--- config.mk ---
export PLATFORM = sky130hd
export DESIGN_NAME = dtc_timer
export DESIGN_NICKNAME = d
export VERILOG_FILES = /design/src/hw/dtc_pkg.sv /design/src/hw/dtc_timer.sv
export SDC_FILE = /design/constraint.sdc
export NUM_CORES = 1
export LEC_CHECK = 0
export BUFFER_PORTS_ARGS = -buffer_cell sky130_fd_sc_hd__clkbuf_2
export CAP_MARGIN = 20
export CORE_MARGIN = 2
export CORE_UTILIZATION = 35
export CTS_CLUSTER_SIZE = 24
export DETAILED_ROUTE_END_ITERATION = 10
export HOLD_SLACK_MARGIN = 0.05
export PLACE_DENSITY_LB_ADDON = 0.15
export SLEW_MARGIN = 20
export SYNTH_ARGS = -nofsm -noshare
export SYNTH_HDL_FRONTEND = slang
export SYNTH_SLANG_ARGS = --single-unit
export TNS_END_PERCENT = 100
--- constraint.sdc ---
create_clock -name clk -period 2.9 [get_ports clk]
set_clock_uncertainty 0.1 [all_clocks]
set_input_delay 0 -clock clk [delete_from_list [all_inputs] [get_ports clk]]
set_output_delay 0 -clock clk [all_outputs]
set_load 0.02 [all_outputs]
--- src/hw/dtc_pkg.sv ---
// Operation
// - timer mode counts every machine cycle of twelve
// - counter mode samples pin, counts high-then-low
// - edge count appears at fixed later phase
// - run bit switches each timer on/off
// - overflow flag set; cleared on vector
// - count only if run and gate open
// - select bit picks pin edges or cycles
// - mode 0: 13 bits, 5-bit prescaler
// - wrap to zero sets overflow flag
// - setting run bit keeps count contents
// - gate bits at mode bit 7 and 3
// - mode 1: full 16-bit counter
// - mode 2: low byte auto-reloads from high
// - second timer in mode 3 holds count
// - first mode 3: high byte borrows second's controls
// - second timer runs on, raises no interrupt
package dtc_pkg;

	// ***************************************************
	// register indices, byte address is four times these
	// ***************************************************
	localparam logic [7:0] IDX_TIMER_CONTROL = 8'h88; // run and overflow bits
	localparam logic [7:0] IDX_TIMER_MODE_CONTROL = 8'h89; // gate, select, mode per timer
	localparam logic [7:0] IDX_LOW_COUNT_BYTE_FIRST = 8'h8A; // first timer low byte
	localparam logic [7:0] IDX_LOW_COUNT_BYTE_SECOND = 8'h8B; // second timer low byte
	localparam logic [7:0] IDX_HIGH_COUNT_BYTE_FIRST = 8'h8C; // first timer high byte
	localparam logic [7:0] IDX_HIGH_COUNT_BYTE_SECOND = 8'h8D; // second timer high byte
	localparam logic [7:0] IDX_IRQ_STATUS = 8'h8E; // sticky events, write one clears
	localparam logic [7:0] IDX_IRQ_MASK = 8'h8F; // same layout as status
	localparam int ADDR_W = 10; // byte address width

	// ***************************************************
	// field positions and reset values
	// ***************************************************
	localparam int POS_OVERFLOW_FLAG_SECOND = 7;
	localparam int POS_RUN_BIT_SECOND = 6;
	localparam int POS_OVERFLOW_FLAG_FIRST = 5;
	localparam int POS_RUN_BIT_FIRST = 4;
	localparam logic [7:0] TIMER_CONTROL_RST = 8'h00;
	localparam logic [7:0] TIMER_MODE_CONTROL_RST = 8'h00;
	localparam logic [7:0] COUNT_BYTE_RST = 8'h00;
	localparam logic [1:0] IRQ_RST = 2'h0;

	// ***************************************************
	// machine cycle timing, clk is the oscillator
	// ***************************************************
	localparam int OSC_PER_MACHINE_CYCLE = 12; // oscillator periods per cycle
	localparam logic [3:0] PHASE_LAST = 4'(OSC_PER_MACHINE_CYCLE - 1);
	localparam logic [3:0] INPUT_SAMPLE_PHASE = 4'h9; // state 5 phase 2
	localparam logic [3:0] COUNT_UPDATE_PHASE = 4'h4; // state 3 phase 1

	// mode select codes
	typedef enum logic [1:0] {
		MODE_13BIT = 2'b00,
		MODE_16BIT = 2'b01,
		MODE_RELOAD = 2'b10,
		MODE_SPLIT = 2'b11
	} dtc_mode_t;

	// one nibble of the mode register
	typedef struct packed {
		logic gate;
		logic count_select;
		logic mode_select_high;
		logic mode_select_low;
	} dtc_mode_nib_t;

	// whole mode register, second timer on top
	typedef struct packed {
		dtc_mode_nib_t second;
		dtc_mode_nib_t first;
	} dtc_mode_reg_t;

	// result of one counting step
	typedef struct packed {
		logic [7:0] low;
		logic [7:0] high;
		logic ovf;
	} dtc_step_t;

endpackage : dtc_pkg

--- src/hw/dtc_timer.sv ---
// The Avalon-MM interface to the registers was chosen for this implementation.
`timescale 1ns/100ps
module dtc_timer (
	input wire logic clk,
	input wire logic rst,
	input wire logic [dtc_pkg::ADDR_W-1:0] address,
	input wire logic read,
	input wire logic write,
	input wire logic [31:0] writedata,
	output logic [31:0] readdata,
	output logic waitrequest,
	input wire logic count_input_first,
	input wire logic count_input_second,
	input wire logic gate_input_first,
	input wire logic gate_input_second,
	input wire logic vector_ack_first,
	input wire logic vector_ack_second,
	output logic overflow_flag_first,
	output logic overflow_flag_second,
	output logic baud_tick,
	output logic irq
);

	// ***************************************************
	// machine cycle phase divider
	// ***************************************************
	logic [3:0] phase_r; // 0..11 within machine cycle
	logic sample_stb; // pin sample phase
	logic update_stb; // count update phase, one per machine cycle
	assign sample_stb = (phase_r == dtc_pkg::INPUT_SAMPLE_PHASE);
	assign update_stb = (phase_r == dtc_pkg::COUNT_UPDATE_PHASE);

	// free running, never stopped by software
	always_ff @(posedge clk) begin
		if (rst || phase_r == dtc_pkg::PHASE_LAST) begin
			phase_r <= 4'h0;
		end else begin
			phase_r <= phase_r + 4'h1;
		end
	end

	// ***************************************************
	// pin synchronisers, order: gate1 gate0 count1 count0
	// ***************************************************
	logic [3:0] pin_meta_r; // first stage, read only by second
	logic [3:0] pin_sync_r; // safe levels
	always_ff @(posedge clk) begin
		if (rst) begin
			pin_meta_r <= 4'h0;
			pin_sync_r <= 4'h0;
		end else begin
			pin_meta_r <= {gate_input_second, gate_input_first, count_input_second, count_input_first};
			pin_sync_r <= pin_meta_r;
		end
	end

	// ***************************************************
	// register bus, one wait cycle then answer
	// ***************************************************
	logic wait_r; // waitrequest flop, high when idle
	logic [31:0] rdata_r; // read data flop
	logic req; // read or write asserted
	logic acc; // completing edge
	logic [7:0] idx; // register index
	assign req = read | write;
	assign acc = req & ~wait_r;
	assign idx = address[dtc_pkg::ADDR_W-1:2];

	// write strobes per register
	logic wr_timer_control, wr_timer_mode_control, wr_stat, wr_mask;
	logic [1:0] wr_low, wr_high; // per timer count byte writes
	assign wr_timer_control = acc & write & (idx == dtc_pkg::IDX_TIMER_CONTROL);
	assign wr_timer_mode_control = acc & write & (idx == dtc_pkg::IDX_TIMER_MODE_CONTROL);
	assign wr_stat = acc & write & (idx == dtc_pkg::IDX_IRQ_STATUS);
	assign wr_mask = acc & write & (idx == dtc_pkg::IDX_IRQ_MASK);
	assign wr_low[0] = acc & write & (idx == dtc_pkg::IDX_LOW_COUNT_BYTE_FIRST);
	assign wr_low[1] = acc & write & (idx == dtc_pkg::IDX_LOW_COUNT_BYTE_SECOND);
	assign wr_high[0] = acc & write & (idx == dtc_pkg::IDX_HIGH_COUNT_BYTE_FIRST);
	assign wr_high[1] = acc & write & (idx == dtc_pkg::IDX_HIGH_COUNT_BYTE_SECOND);

	// ***************************************************
	// control state
	// ***************************************************
	logic [1:0] run_r; // run_bit_second, run_bit_first
	logic [1:0] flag_r; // overflow_flag_second, overflow_flag_first
	dtc_pkg::dtc_mode_reg_t timer_mode_control_r; // timer_mode_control
	logic [1:0] stat_r; // sticky overflow events
	logic [1:0] mask_r; // interrupt enables
	logic [7:0] low_r [2]; // low count bytes
	logic [7:0] high_r [2]; // high count bytes
	logic [7:0] timer_control_rd; // timer_control as read
	assign timer_control_rd = {flag_r[1], run_r[1], flag_r[0], run_r[0], 4'h0};

	// read mux, unmapped and unused bits read zero
	logic [7:0] rd_mux;
	assign rd_mux = (idx == dtc_pkg::IDX_TIMER_CONTROL) ? timer_control_rd :
		(idx == dtc_pkg::IDX_TIMER_MODE_CONTROL) ? timer_mode_control_r :
		(idx == dtc_pkg::IDX_LOW_COUNT_BYTE_FIRST) ? low_r[0] :
		(idx == dtc_pkg::IDX_LOW_COUNT_BYTE_SECOND) ? low_r[1] :
		(idx == dtc_pkg::IDX_HIGH_COUNT_BYTE_FIRST) ? high_r[0] :
		(idx == dtc_pkg::IDX_HIGH_COUNT_BYTE_SECOND) ? high_r[1] :
		(idx == dtc_pkg::IDX_IRQ_STATUS) ? {6'h00, stat_r} :
		(idx == dtc_pkg::IDX_IRQ_MASK) ? {6'h00, mask_r} : 8'h00;

	// waitrequest drops for the edge after a request appears
	always_ff @(posedge clk) begin
		if (rst) begin
			wait_r <= 1'b1;
			rdata_r <= 32'h0000_0000;
		end else begin
			wait_r <= ~(req & wait_r);
			if (req & wait_r) begin
				rdata_r <= {24'h00_0000, rd_mux};
			end
		end
	end
	assign waitrequest = wait_r;
	assign readdata = rdata_r;

	// ***************************************************
	// count enables
	// ***************************************************
	logic [1:0] mode_split; // mode 3 per timer
	logic [1:0] gate_open; // run and gate condition
	logic [1:0] edge_r; // falling edge awaiting update
	logic [1:0] smp_r; // last sample of count pins
	logic [1:0] tick; // one count step this cycle
	logic high_tick; // first high byte in split mode
	logic [1:0] sel_ct; // counter select
	assign mode_split[0] = (dtc_pkg::dtc_mode_t'({timer_mode_control_r.first.mode_select_high,
		timer_mode_control_r.first.mode_select_low}) == dtc_pkg::MODE_SPLIT);
	assign mode_split[1] = (dtc_pkg::dtc_mode_t'({timer_mode_control_r.second.mode_select_high,
		timer_mode_control_r.second.mode_select_low}) == dtc_pkg::MODE_SPLIT);
	assign sel_ct = {timer_mode_control_r.second.count_select, timer_mode_control_r.first.count_select};
	assign gate_open[0] = run_r[0] & (~timer_mode_control_r.first.gate | pin_sync_r[2]);
	assign gate_open[1] = run_r[1] & (~timer_mode_control_r.second.gate | pin_sync_r[3]) & ~mode_split[1];
	assign high_tick = update_stb & run_r[1] & mode_split[0];

	// sample once per machine cycle, keep edge until next update
	always_ff @(posedge clk) begin
		if (rst) begin
			smp_r <= 2'h0;
			edge_r <= 2'h0;
		end else if (sample_stb) begin
			smp_r <= pin_sync_r[1:0];
			edge_r <= smp_r & ~pin_sync_r[1:0];
		end else if (update_stb) begin
			edge_r <= 2'h0;
		end
	end

	// ***************************************************
	// counting step, shared by both timers
	// ***************************************************
	function automatic dtc_pkg::dtc_step_t step_f(input logic [1:0] mode, input logic [7:0] low,
		input logic [7:0] high);
		logic [12:0] c13;
		logic [15:0] c16;
		dtc_pkg::dtc_step_t s;
		c13 = {high, low[4:0]};
		c16 = {high, low};
		s = '{low: low, high: high, ovf: 1'b0};
		case (dtc_pkg::dtc_mode_t'(mode))
			dtc_pkg::MODE_13BIT: begin
				// upper three low bits left as they are
				s.ovf = &c13;
				c13 = c13 + 13'h0001;
				s.high = c13[12:5];
				s.low = {low[7:5], c13[4:0]};
			end
			dtc_pkg::MODE_16BIT: begin
				s.ovf = &c16;
				c16 = c16 + 16'h0001;
				s.high = c16[15:8];
				s.low = c16[7:0];
			end
			dtc_pkg::MODE_RELOAD: begin
				s.ovf = &low;
				s.low = (&low) ? high : low + 8'h01;
			end
			default: begin
				// split mode: low byte counts alone
				s.ovf = &low;
				s.low = low + 8'h01;
			end
		endcase
		return s;
	endfunction : step_f

	dtc_pkg::dtc_step_t nxt [2]; // step result per timer
	logic [1:0] ovf_ev; // overflow pulses per timer
	logic high_ovf; // first high byte wrap in split mode

	// ***************************************************
	// per timer count bytes
	// ***************************************************
	for (genvar i = 0; i < 2; i++) begin : g_timer
		// cycles or pin edges, gated
		assign tick[i] = update_stb & gate_open[i] & (sel_ct[i] ? edge_r[i] : 1'b1);
		assign nxt[i] = step_f(i == 0 ? {timer_mode_control_r.first.mode_select_high, timer_mode_control_r.first.mode_select_low} :
			{timer_mode_control_r.second.mode_select_high, timer_mode_control_r.second.mode_select_low}, low_r[i], high_r[i]);
		assign ovf_ev[i] = tick[i] & nxt[i].ovf;

		// bus write beats the count in the same cycle; run bit never clears counts
		always_ff @(posedge clk) begin
			if (rst) begin
				low_r[i] <= dtc_pkg::COUNT_BYTE_RST;
				high_r[i] <= dtc_pkg::COUNT_BYTE_RST;
			end else begin
				if (wr_low[i]) begin
					low_r[i] <= writedata[7:0];
				end else if (tick[i]) begin
					low_r[i] <= nxt[i].low;
				end
				if (wr_high[i]) begin
					high_r[i] <= writedata[7:0];
				end else if (i == 0 && mode_split[0]) begin
					if (high_tick) begin
						high_r[i] <= high_r[i] + 8'h01;
					end
				end else if (tick[i]) begin
					high_r[i] <= nxt[i].high;
				end
			end
		end
	end
	assign high_ovf = high_tick & (&high_r[0]);

	// ***************************************************
	// flags, run bits, mode register
	// ***************************************************
	logic [1:0] flag_set; // hardware set per flag
	logic [1:0] flag_clr; // software or vector clear
	assign flag_set[0] = ovf_ev[0];
	assign flag_set[1] = mode_split[0] ? high_ovf : ovf_ev[1];
	assign flag_clr[0] = vector_ack_first |
		(wr_timer_control & ~writedata[dtc_pkg::POS_OVERFLOW_FLAG_FIRST]);
	assign flag_clr[1] = vector_ack_second |
		(wr_timer_control & ~writedata[dtc_pkg::POS_OVERFLOW_FLAG_SECOND]);

	// set wins over any clear arriving in the same cycle
	always_ff @(posedge clk) begin
		if (rst) begin
			flag_r <= {dtc_pkg::TIMER_CONTROL_RST[dtc_pkg::POS_OVERFLOW_FLAG_SECOND],
				dtc_pkg::TIMER_CONTROL_RST[dtc_pkg::POS_OVERFLOW_FLAG_FIRST]};
			run_r <= {dtc_pkg::TIMER_CONTROL_RST[dtc_pkg::POS_RUN_BIT_SECOND],
				dtc_pkg::TIMER_CONTROL_RST[dtc_pkg::POS_RUN_BIT_FIRST]};
			timer_mode_control_r <= dtc_pkg::TIMER_MODE_CONTROL_RST;
		end else begin
			for (int f = 0; f < 2; f++) begin
				if (flag_set[f]) begin
					flag_r[f] <= 1'b1;
				end else if (flag_clr[f]) begin
					flag_r[f] <= 1'b0;
				end else if (wr_timer_control) begin
					flag_r[f] <= writedata[f == 0 ? dtc_pkg::POS_OVERFLOW_FLAG_FIRST :
						dtc_pkg::POS_OVERFLOW_FLAG_SECOND];
				end
			end
			if (wr_timer_control) begin
				run_r <= {writedata[dtc_pkg::POS_RUN_BIT_SECOND],
					writedata[dtc_pkg::POS_RUN_BIT_FIRST]};
			end
			if (wr_timer_mode_control) begin
				timer_mode_control_r <= writedata[7:0];
			end
		end
	end

	// ***************************************************
	// interrupt status, mask, outputs
	// ***************************************************
	logic irq_r; // interrupt line flop
	logic baud_r; // second timer overflow pulse
	always_ff @(posedge clk) begin
		if (rst) begin
			stat_r <= dtc_pkg::IRQ_RST;
			mask_r <= dtc_pkg::IRQ_RST;
			irq_r <= 1'b0;
			baud_r <= 1'b0;
		end else begin
			// new event beats write-one-to-clear
			stat_r <= flag_set | (stat_r & ~(wr_stat ? writedata[1:0] : 2'h0));
			if (wr_mask) begin
				mask_r <= writedata[1:0];
			end
			irq_r <= |(stat_r & mask_r);
			baud_r <= ovf_ev[1];
		end
	end
	assign irq = irq_r;
	assign baud_tick = baud_r;
	assign overflow_flag_first = flag_r[0];
	assign overflow_flag_second = flag_r[1];

	// ***************************************************
	// assertions
	// ***************************************************
	logic [1:0] mode_first; // helper for properties
	assign mode_first = {timer_mode_control_r.first.mode_select_high, timer_mode_control_r.first.mode_select_low};

	property p_phase_period;
		@(posedge clk) disable iff (rst) update_stb |-> ##12 update_stb;
	endproperty
	a_phase_period: assert property (p_phase_period) else $error("machine cycle not twelve clocks");

	property p_timer_inc;
		@(posedge clk) disable iff (rst)
		(tick[0] && mode_first == 2'b01 && !wr_low[0] && !wr_high[0])
		|=> {high_r[0], low_r[0]} == $past({high_r[0], low_r[0]}) + 16'h0001;
	endproperty
	a_timer_inc: assert property (p_timer_inc) else $error("16-bit count did not step");

	property p_stopped_holds;
		@(posedge clk) disable iff (rst) (!run_r[0] && !wr_low[0]) |=> $stable(low_r[0]);
	endproperty
	a_stopped_holds: assert property (p_stopped_holds) else $error("stopped timer counted");

	property p_gate_closed;
		@(posedge clk) disable iff (rst) (timer_mode_control_r.first.gate && !pin_sync_r[2]) |-> !tick[0];
	endproperty
	a_gate_closed: assert property (p_gate_closed) else $error("closed gate let a count through");

	property p_edge_count;
		@(posedge clk) disable iff (rst)
		(sample_stb && sel_ct[0] && smp_r[0] && !pin_sync_r[0] && gate_open[0] && !wr_timer_control && !wr_timer_mode_control)
		|-> ##7 tick[0];
	endproperty
	a_edge_count: assert property (p_edge_count) else $error("falling edge not counted at update");

	property p_ovf_flag;
		@(posedge clk) disable iff (rst) flag_set[0] |=> flag_r[0] && stat_r[0];
	endproperty
	a_ovf_flag: assert property (p_ovf_flag) else $error("overflow did not set flag");

	property p_reload;
		@(posedge clk) disable iff (rst)
		(tick[0] && mode_first == 2'b10 && low_r[0] == 8'hFF && !wr_low[0] && !wr_high[0])
		|=> low_r[0] == high_r[0] && $stable(high_r[0]);
	endproperty
	a_reload: assert property (p_reload) else $error("auto-reload wrong");

	property p_second_split_holds;
		@(posedge clk) disable iff (rst) (mode_split[1] && !wr_low[1] && !wr_high[1])
		|=> $stable(low_r[1]) && $stable(high_r[1]);
	endproperty
	a_second_split_holds: assert property (p_second_split_holds) else $error("second timer ran in mode 3");

	property p_no_own_irq;
		@(posedge clk) disable iff (rst) (mode_split[0] && ovf_ev[1] && !high_ovf && !flag_r[1] && !wr_timer_control)
		|=> !flag_r[1];
	endproperty
	a_no_own_irq: assert property (p_no_own_irq) else $error("second timer flagged while borrowed");

	property p_irq_level;
		@(posedge clk) disable iff (rst) (|(stat_r & mask_r)) |=> irq;
	endproperty
	a_irq_level: assert property (p_irq_level) else $error("interrupt not raised");

	// vector clear must win whenever no new overflow lands in the same cycle
	property p_vector_clear;
		@(posedge clk) disable iff (rst) (vector_ack_first && !flag_set[0]) |=> !flag_r[0];
	endproperty
	a_vector_clear: assert property (p_vector_clear) else $error("vector did not clear flag");

	// prescaler carry must not leak into the three unused low bits
	property p_mode0_upper;
		@(posedge clk) disable iff (rst) (tick[0] && mode_first == 2'b00 && !wr_low[0]) |=> $stable(low_r[0][7:5]);
	endproperty
	a_mode0_upper: assert property (p_mode0_upper) else $error("mode 0 touched upper low bits");

	// serial channel still needs its tick while the flag is borrowed
	property p_baud_pulse;
		@(posedge clk) disable iff (rst) ovf_ev[1] |=> baud_tick;
	endproperty
	a_baud_pulse: assert property (p_baud_pulse) else $error("no baud pulse on overflow");

	c_mode0_wrap: cover property (@(posedge clk) disable iff (rst) ovf_ev[0] && mode_first == 2'b00);
	c_reload: cover property (@(posedge clk) disable iff (rst) ovf_ev[0] && mode_first == 2'b10);
	c_split_high: cover property (@(posedge clk) disable iff (rst) high_ovf);
	c_irq: cover property (@(posedge clk) disable iff (rst) irq);

endmodule : dtc_timer

==> run_results.csv <==
group,metric,value,unit
routing,routed_wirelength,14800,microns
setup_path,r2r_slack,550,ps
finish,postLayoutCoreUtil,0.413,
grt,grt_max_degree,42,
placement,placed_cells,748,
cts,cts_sinks,75,
setup_path,critPathArrivalTime,2350,ps
sta,slew_headroom,0.509,
die,die_area,14700,sq um
power,p_total,2.49,mW
setup_path,crit_required,2900,ps
finish,fin_area,5510,sq um
finish,nNetsFinal,654,
power,p_seq_frac,0.468,
die,rows,42,
sta,report.final.slew_viol_count,0,
logic_synthesis,synth_top_area_frac,0.200,
sta,fin_crit_sh,0.810,
power,p_comb_frac,0.100,
grt,grt_pass1_wl,23400,microns
power,p_sw_frac,0.280,
grt,gr-total-overflow,0,
sta,period_minus_slack,2350,ps
cts,ctsHtreeMaxLevel,3,
die,core-area,13300,sq um
sta,holdWs,60.2,ps
cts,insertion_delay,350,ps
finish,fillers,1361,
logic_synthesis,synth_top_cell_by_area,"edfxtp_1",
placement,io_buffers,38,
setup_path,r2r-end,"low_r[0][1]",
logic_synthesis,syn_inst,547,
setup_path,crit_fanout,7,
power,p_per_area,452,nW/um^2
cts,cts_tree,"done",
worst_hold_path,hp-class,"primary input to flip-flop",
run_status,outcome,"completed",
setup_path,worst_setup_path_end_kind,"flip-flop",
logic_synthesis,synthTopCellsByArea,"edfxtp_1, dfxtp_1, nand2_1",
grt,track_usage,0.211,
finish,syn_to_final_growth,14.5,%
cts,cts-root-buf,"clkbuf_16",
power,switching_power,698,uW
setup_path,crit_end,"low_r[0][1]",
cts,cts_resized,0,
logic_synthesis,ys_warn_count,0,
routing,vias,4262,
cts,cts_buffer_depth,2,
routing,wl_per_cell,19.0,microns
sta,setup_viol,0,
setup_path,r2r_start,"low_r[0][0]",
finish,multi_input_area,2710,sq um
placement,hpwl,10500,microns
sta,finalSetupTns,0,ps
finish,instances_no_fill,777,
placement,place_congestion,0.891,
routing,drc,0,
power,leakagePower,2.02,nW
cts,postCtsHoldBufs,13,
cts,postCtsSetupBuffers,0,
die,die_height,121,microns
routing,first_iter_violations,352,
power,power.internal,1.79,mW
finish,drive_gt1_frac,0.171,
routing,drt.antenna.violating_nets,0,
setup_path,cp-start-kind,"flip-flop",
sta,hold_viol,0,
logic_synthesis,synth-edff-count,32,
logic_synthesis,seq_area_frac_synth,0.379,
setup_path,startpoint,"low_r[0][0]",
sta,rsz0062_at_grt,"no",
grt,grt_pass1_vias,4225,
logic_synthesis,ys_async_sr_fraction,0,
die,io_pins,89,
routing,drt-pass1-iter-count,5,
sta,fmax,426,MHz
logic_synthesis,synth_ff_type,"dfxtp_1",
routing,viasPerCell,5.49,
logic_synthesis,netlist_area,4810,sq um
placement,place_ws,477,ps
flow_run,drv_cap,0,
sta,worstMarginPinSlew,731,ps
power,peakVddDrop,0.233,mV
sta,setup_ws,552,ps
logic_synthesis,ys_types,73,
cts,clk_pin_slew,60,ps
finish,num_antenna_cells,0,
logic_synthesis,synth_seq_cells,75,
power,clkPwrFrac,0.432,
cts,cts_buffers,9,
setup_path,path_class,"flip-flop to flip-flop",
finish,register_area,1820,sq um
grt,grt_antenna_before_repair,0,
placement,placed_area,5100,sq um
logic_synthesis,synth_area_per_cell,8.79,sq um
die,fp.dieW,121,microns
die,start_util,0.360,
setup_path,rr_worst_depth,6,
[cells in the mapped netlist, types with 3 or more instances]
cell       count
xor2_1        12
mux2_2         3
o211ai_1       6
a31oi_1        6
nand4_1        4
o21ai_0       28
o21ai_1       15
xnor2_1        9
nor3_1         8
mux2i_1       12
buf_4         27
or3_1          6
o2111ai_1      4
nand3_1       18
buf_2          6
a221oi_1       8
nor4_1         4
and3_1         5
inv_1         19
nor2b_1       11
or2_2          3
nand2b_1       3
nor2_1        55
ha_1           6
a21oi_1       46
and2_1         3
clkbuf_1      12
a22oi_1        9
dfxtp_1       43
o22ai_1        5
edfxtp_1      32
nand2_1       62
[power by group through the flow]
stage	sequential, mW	clock [mW]	combinational (mW)
2_1_floorplan	1.18	0	0.173
3_3_place_gp	1.19	0	0.231
3_5_place_dp	1.19	0	0.234
5_1_grt	1.17	1.14	0.273
6_report	1.17	1.08	0.250
4_1_cts	1.16	1.11	0.248
[metal layers]
metal / track usage / part of all wire
met1: 0.269 / 0.44
met2: 0.348 / 0.47
met3: 0.0470 / 0.056
met4: 0.0855 / 0.030
met5: 0 / 0
[worst min path at each step]
stage | startpoint | end | slack, ps | cells after the start
2_1_floorplan | vector_ack_first | flag_r[0] | 3 | 1
3_3_place_gp | gate_input_first | pin_meta_r[2] | 110 | 2
3_5_place_dp | count_input_second | pin_meta_r[1] | 110 | 2
4_1_cts | writedata[7] | timer_mode_control_r[7] | 60 | 3
5_1_grt | writedata[7] | timer_mode_control_r[7] | 90 | 3
6_report | writedata[7] | timer_mode_control_r[7] | 60 | 3
[registers in the layout, indices dropped and copies added, names as in the netlist]
| name | flops |
|---|---|
| timer_mode_control_r | 4 |
| high_r | 16 |
| pin_sync_r | 4 |
| run_r | 2 |
| mode_first | 2 |
| readdata | 8 |
| baud_tick | 1 |
| irq | 1 |
| waitrequest | 1 |
| low_r | 16 |
| mask_r | 2 |
| flag_r | 2 |
| edge_r | 2 |
| phase_r | 4 |
| sel_ct | 2 |
| stat_r | 2 |
| smp_r | 2 |
| pin_meta_r | 4 |
[cells in the final DEF (no fill, tap or decap), types with 3 or more instances in the layout]
cell type and count:
clkbuf_16 9, and2_1 3, xnor2_1 9, and3_1 5, nor2b_1 11, o2111ai_1 4
a31oi_1 6, nor3_1 8, mux2i_1 12, o22ai_1 5, or3_1 6, inv_6 3
nand2_1 62, conb_1 24, dfxtp_1 43, clkbuf_2 38, o211ai_1 6, nor2_1 55
xor2_1 12, edfxtp_1 32, nand3_1 18, nand2b_1 3, o21ai_1 15, inv_1 19
ha_1 6, nand4_1 4, buf_4 12, nor4_1 4, o21ai_0 27, dlygate4sd3_1 13
a221oi_1 8, mux2_2 3, a21oi_1 46, a22oi_1 9, or2_2 3
[cells by family after synthesis]
kind of cell | Yosys count | synth area share
AOI/OAI and AO/OA | 148 | 0.198
DFF | 75 | 0.379
and+or+nand+nor | 209 | 0.240
other | 1 | 0.000780
adders and majority gates | 6 | 0.0156
buffers and inverters | 68 | 0.0773
xor gates and xnor gates | 21 | 0.0382
muxes | 19 | 0.0507
[critical path, cell delays in order (launching register included)]
cell	delay [ps]
edfxtp_1	470
ha_1	290
nand4_1	200
or2_1	380
nor3b_4	360
mux2i_1	230
o21ai_1	80
[area by class of cell]
cell class              instances  area share
clock inverters                 7     0.00908
multi-input cells             427       0.491
inverters                      20      0.0136
flip-flops and latches         75       0.331
well taps                     176      0.0400
repair buffers                 63      0.0745
clock buffers                   9      0.0409
Note: power is estimated with default switching activity, not from simulation.
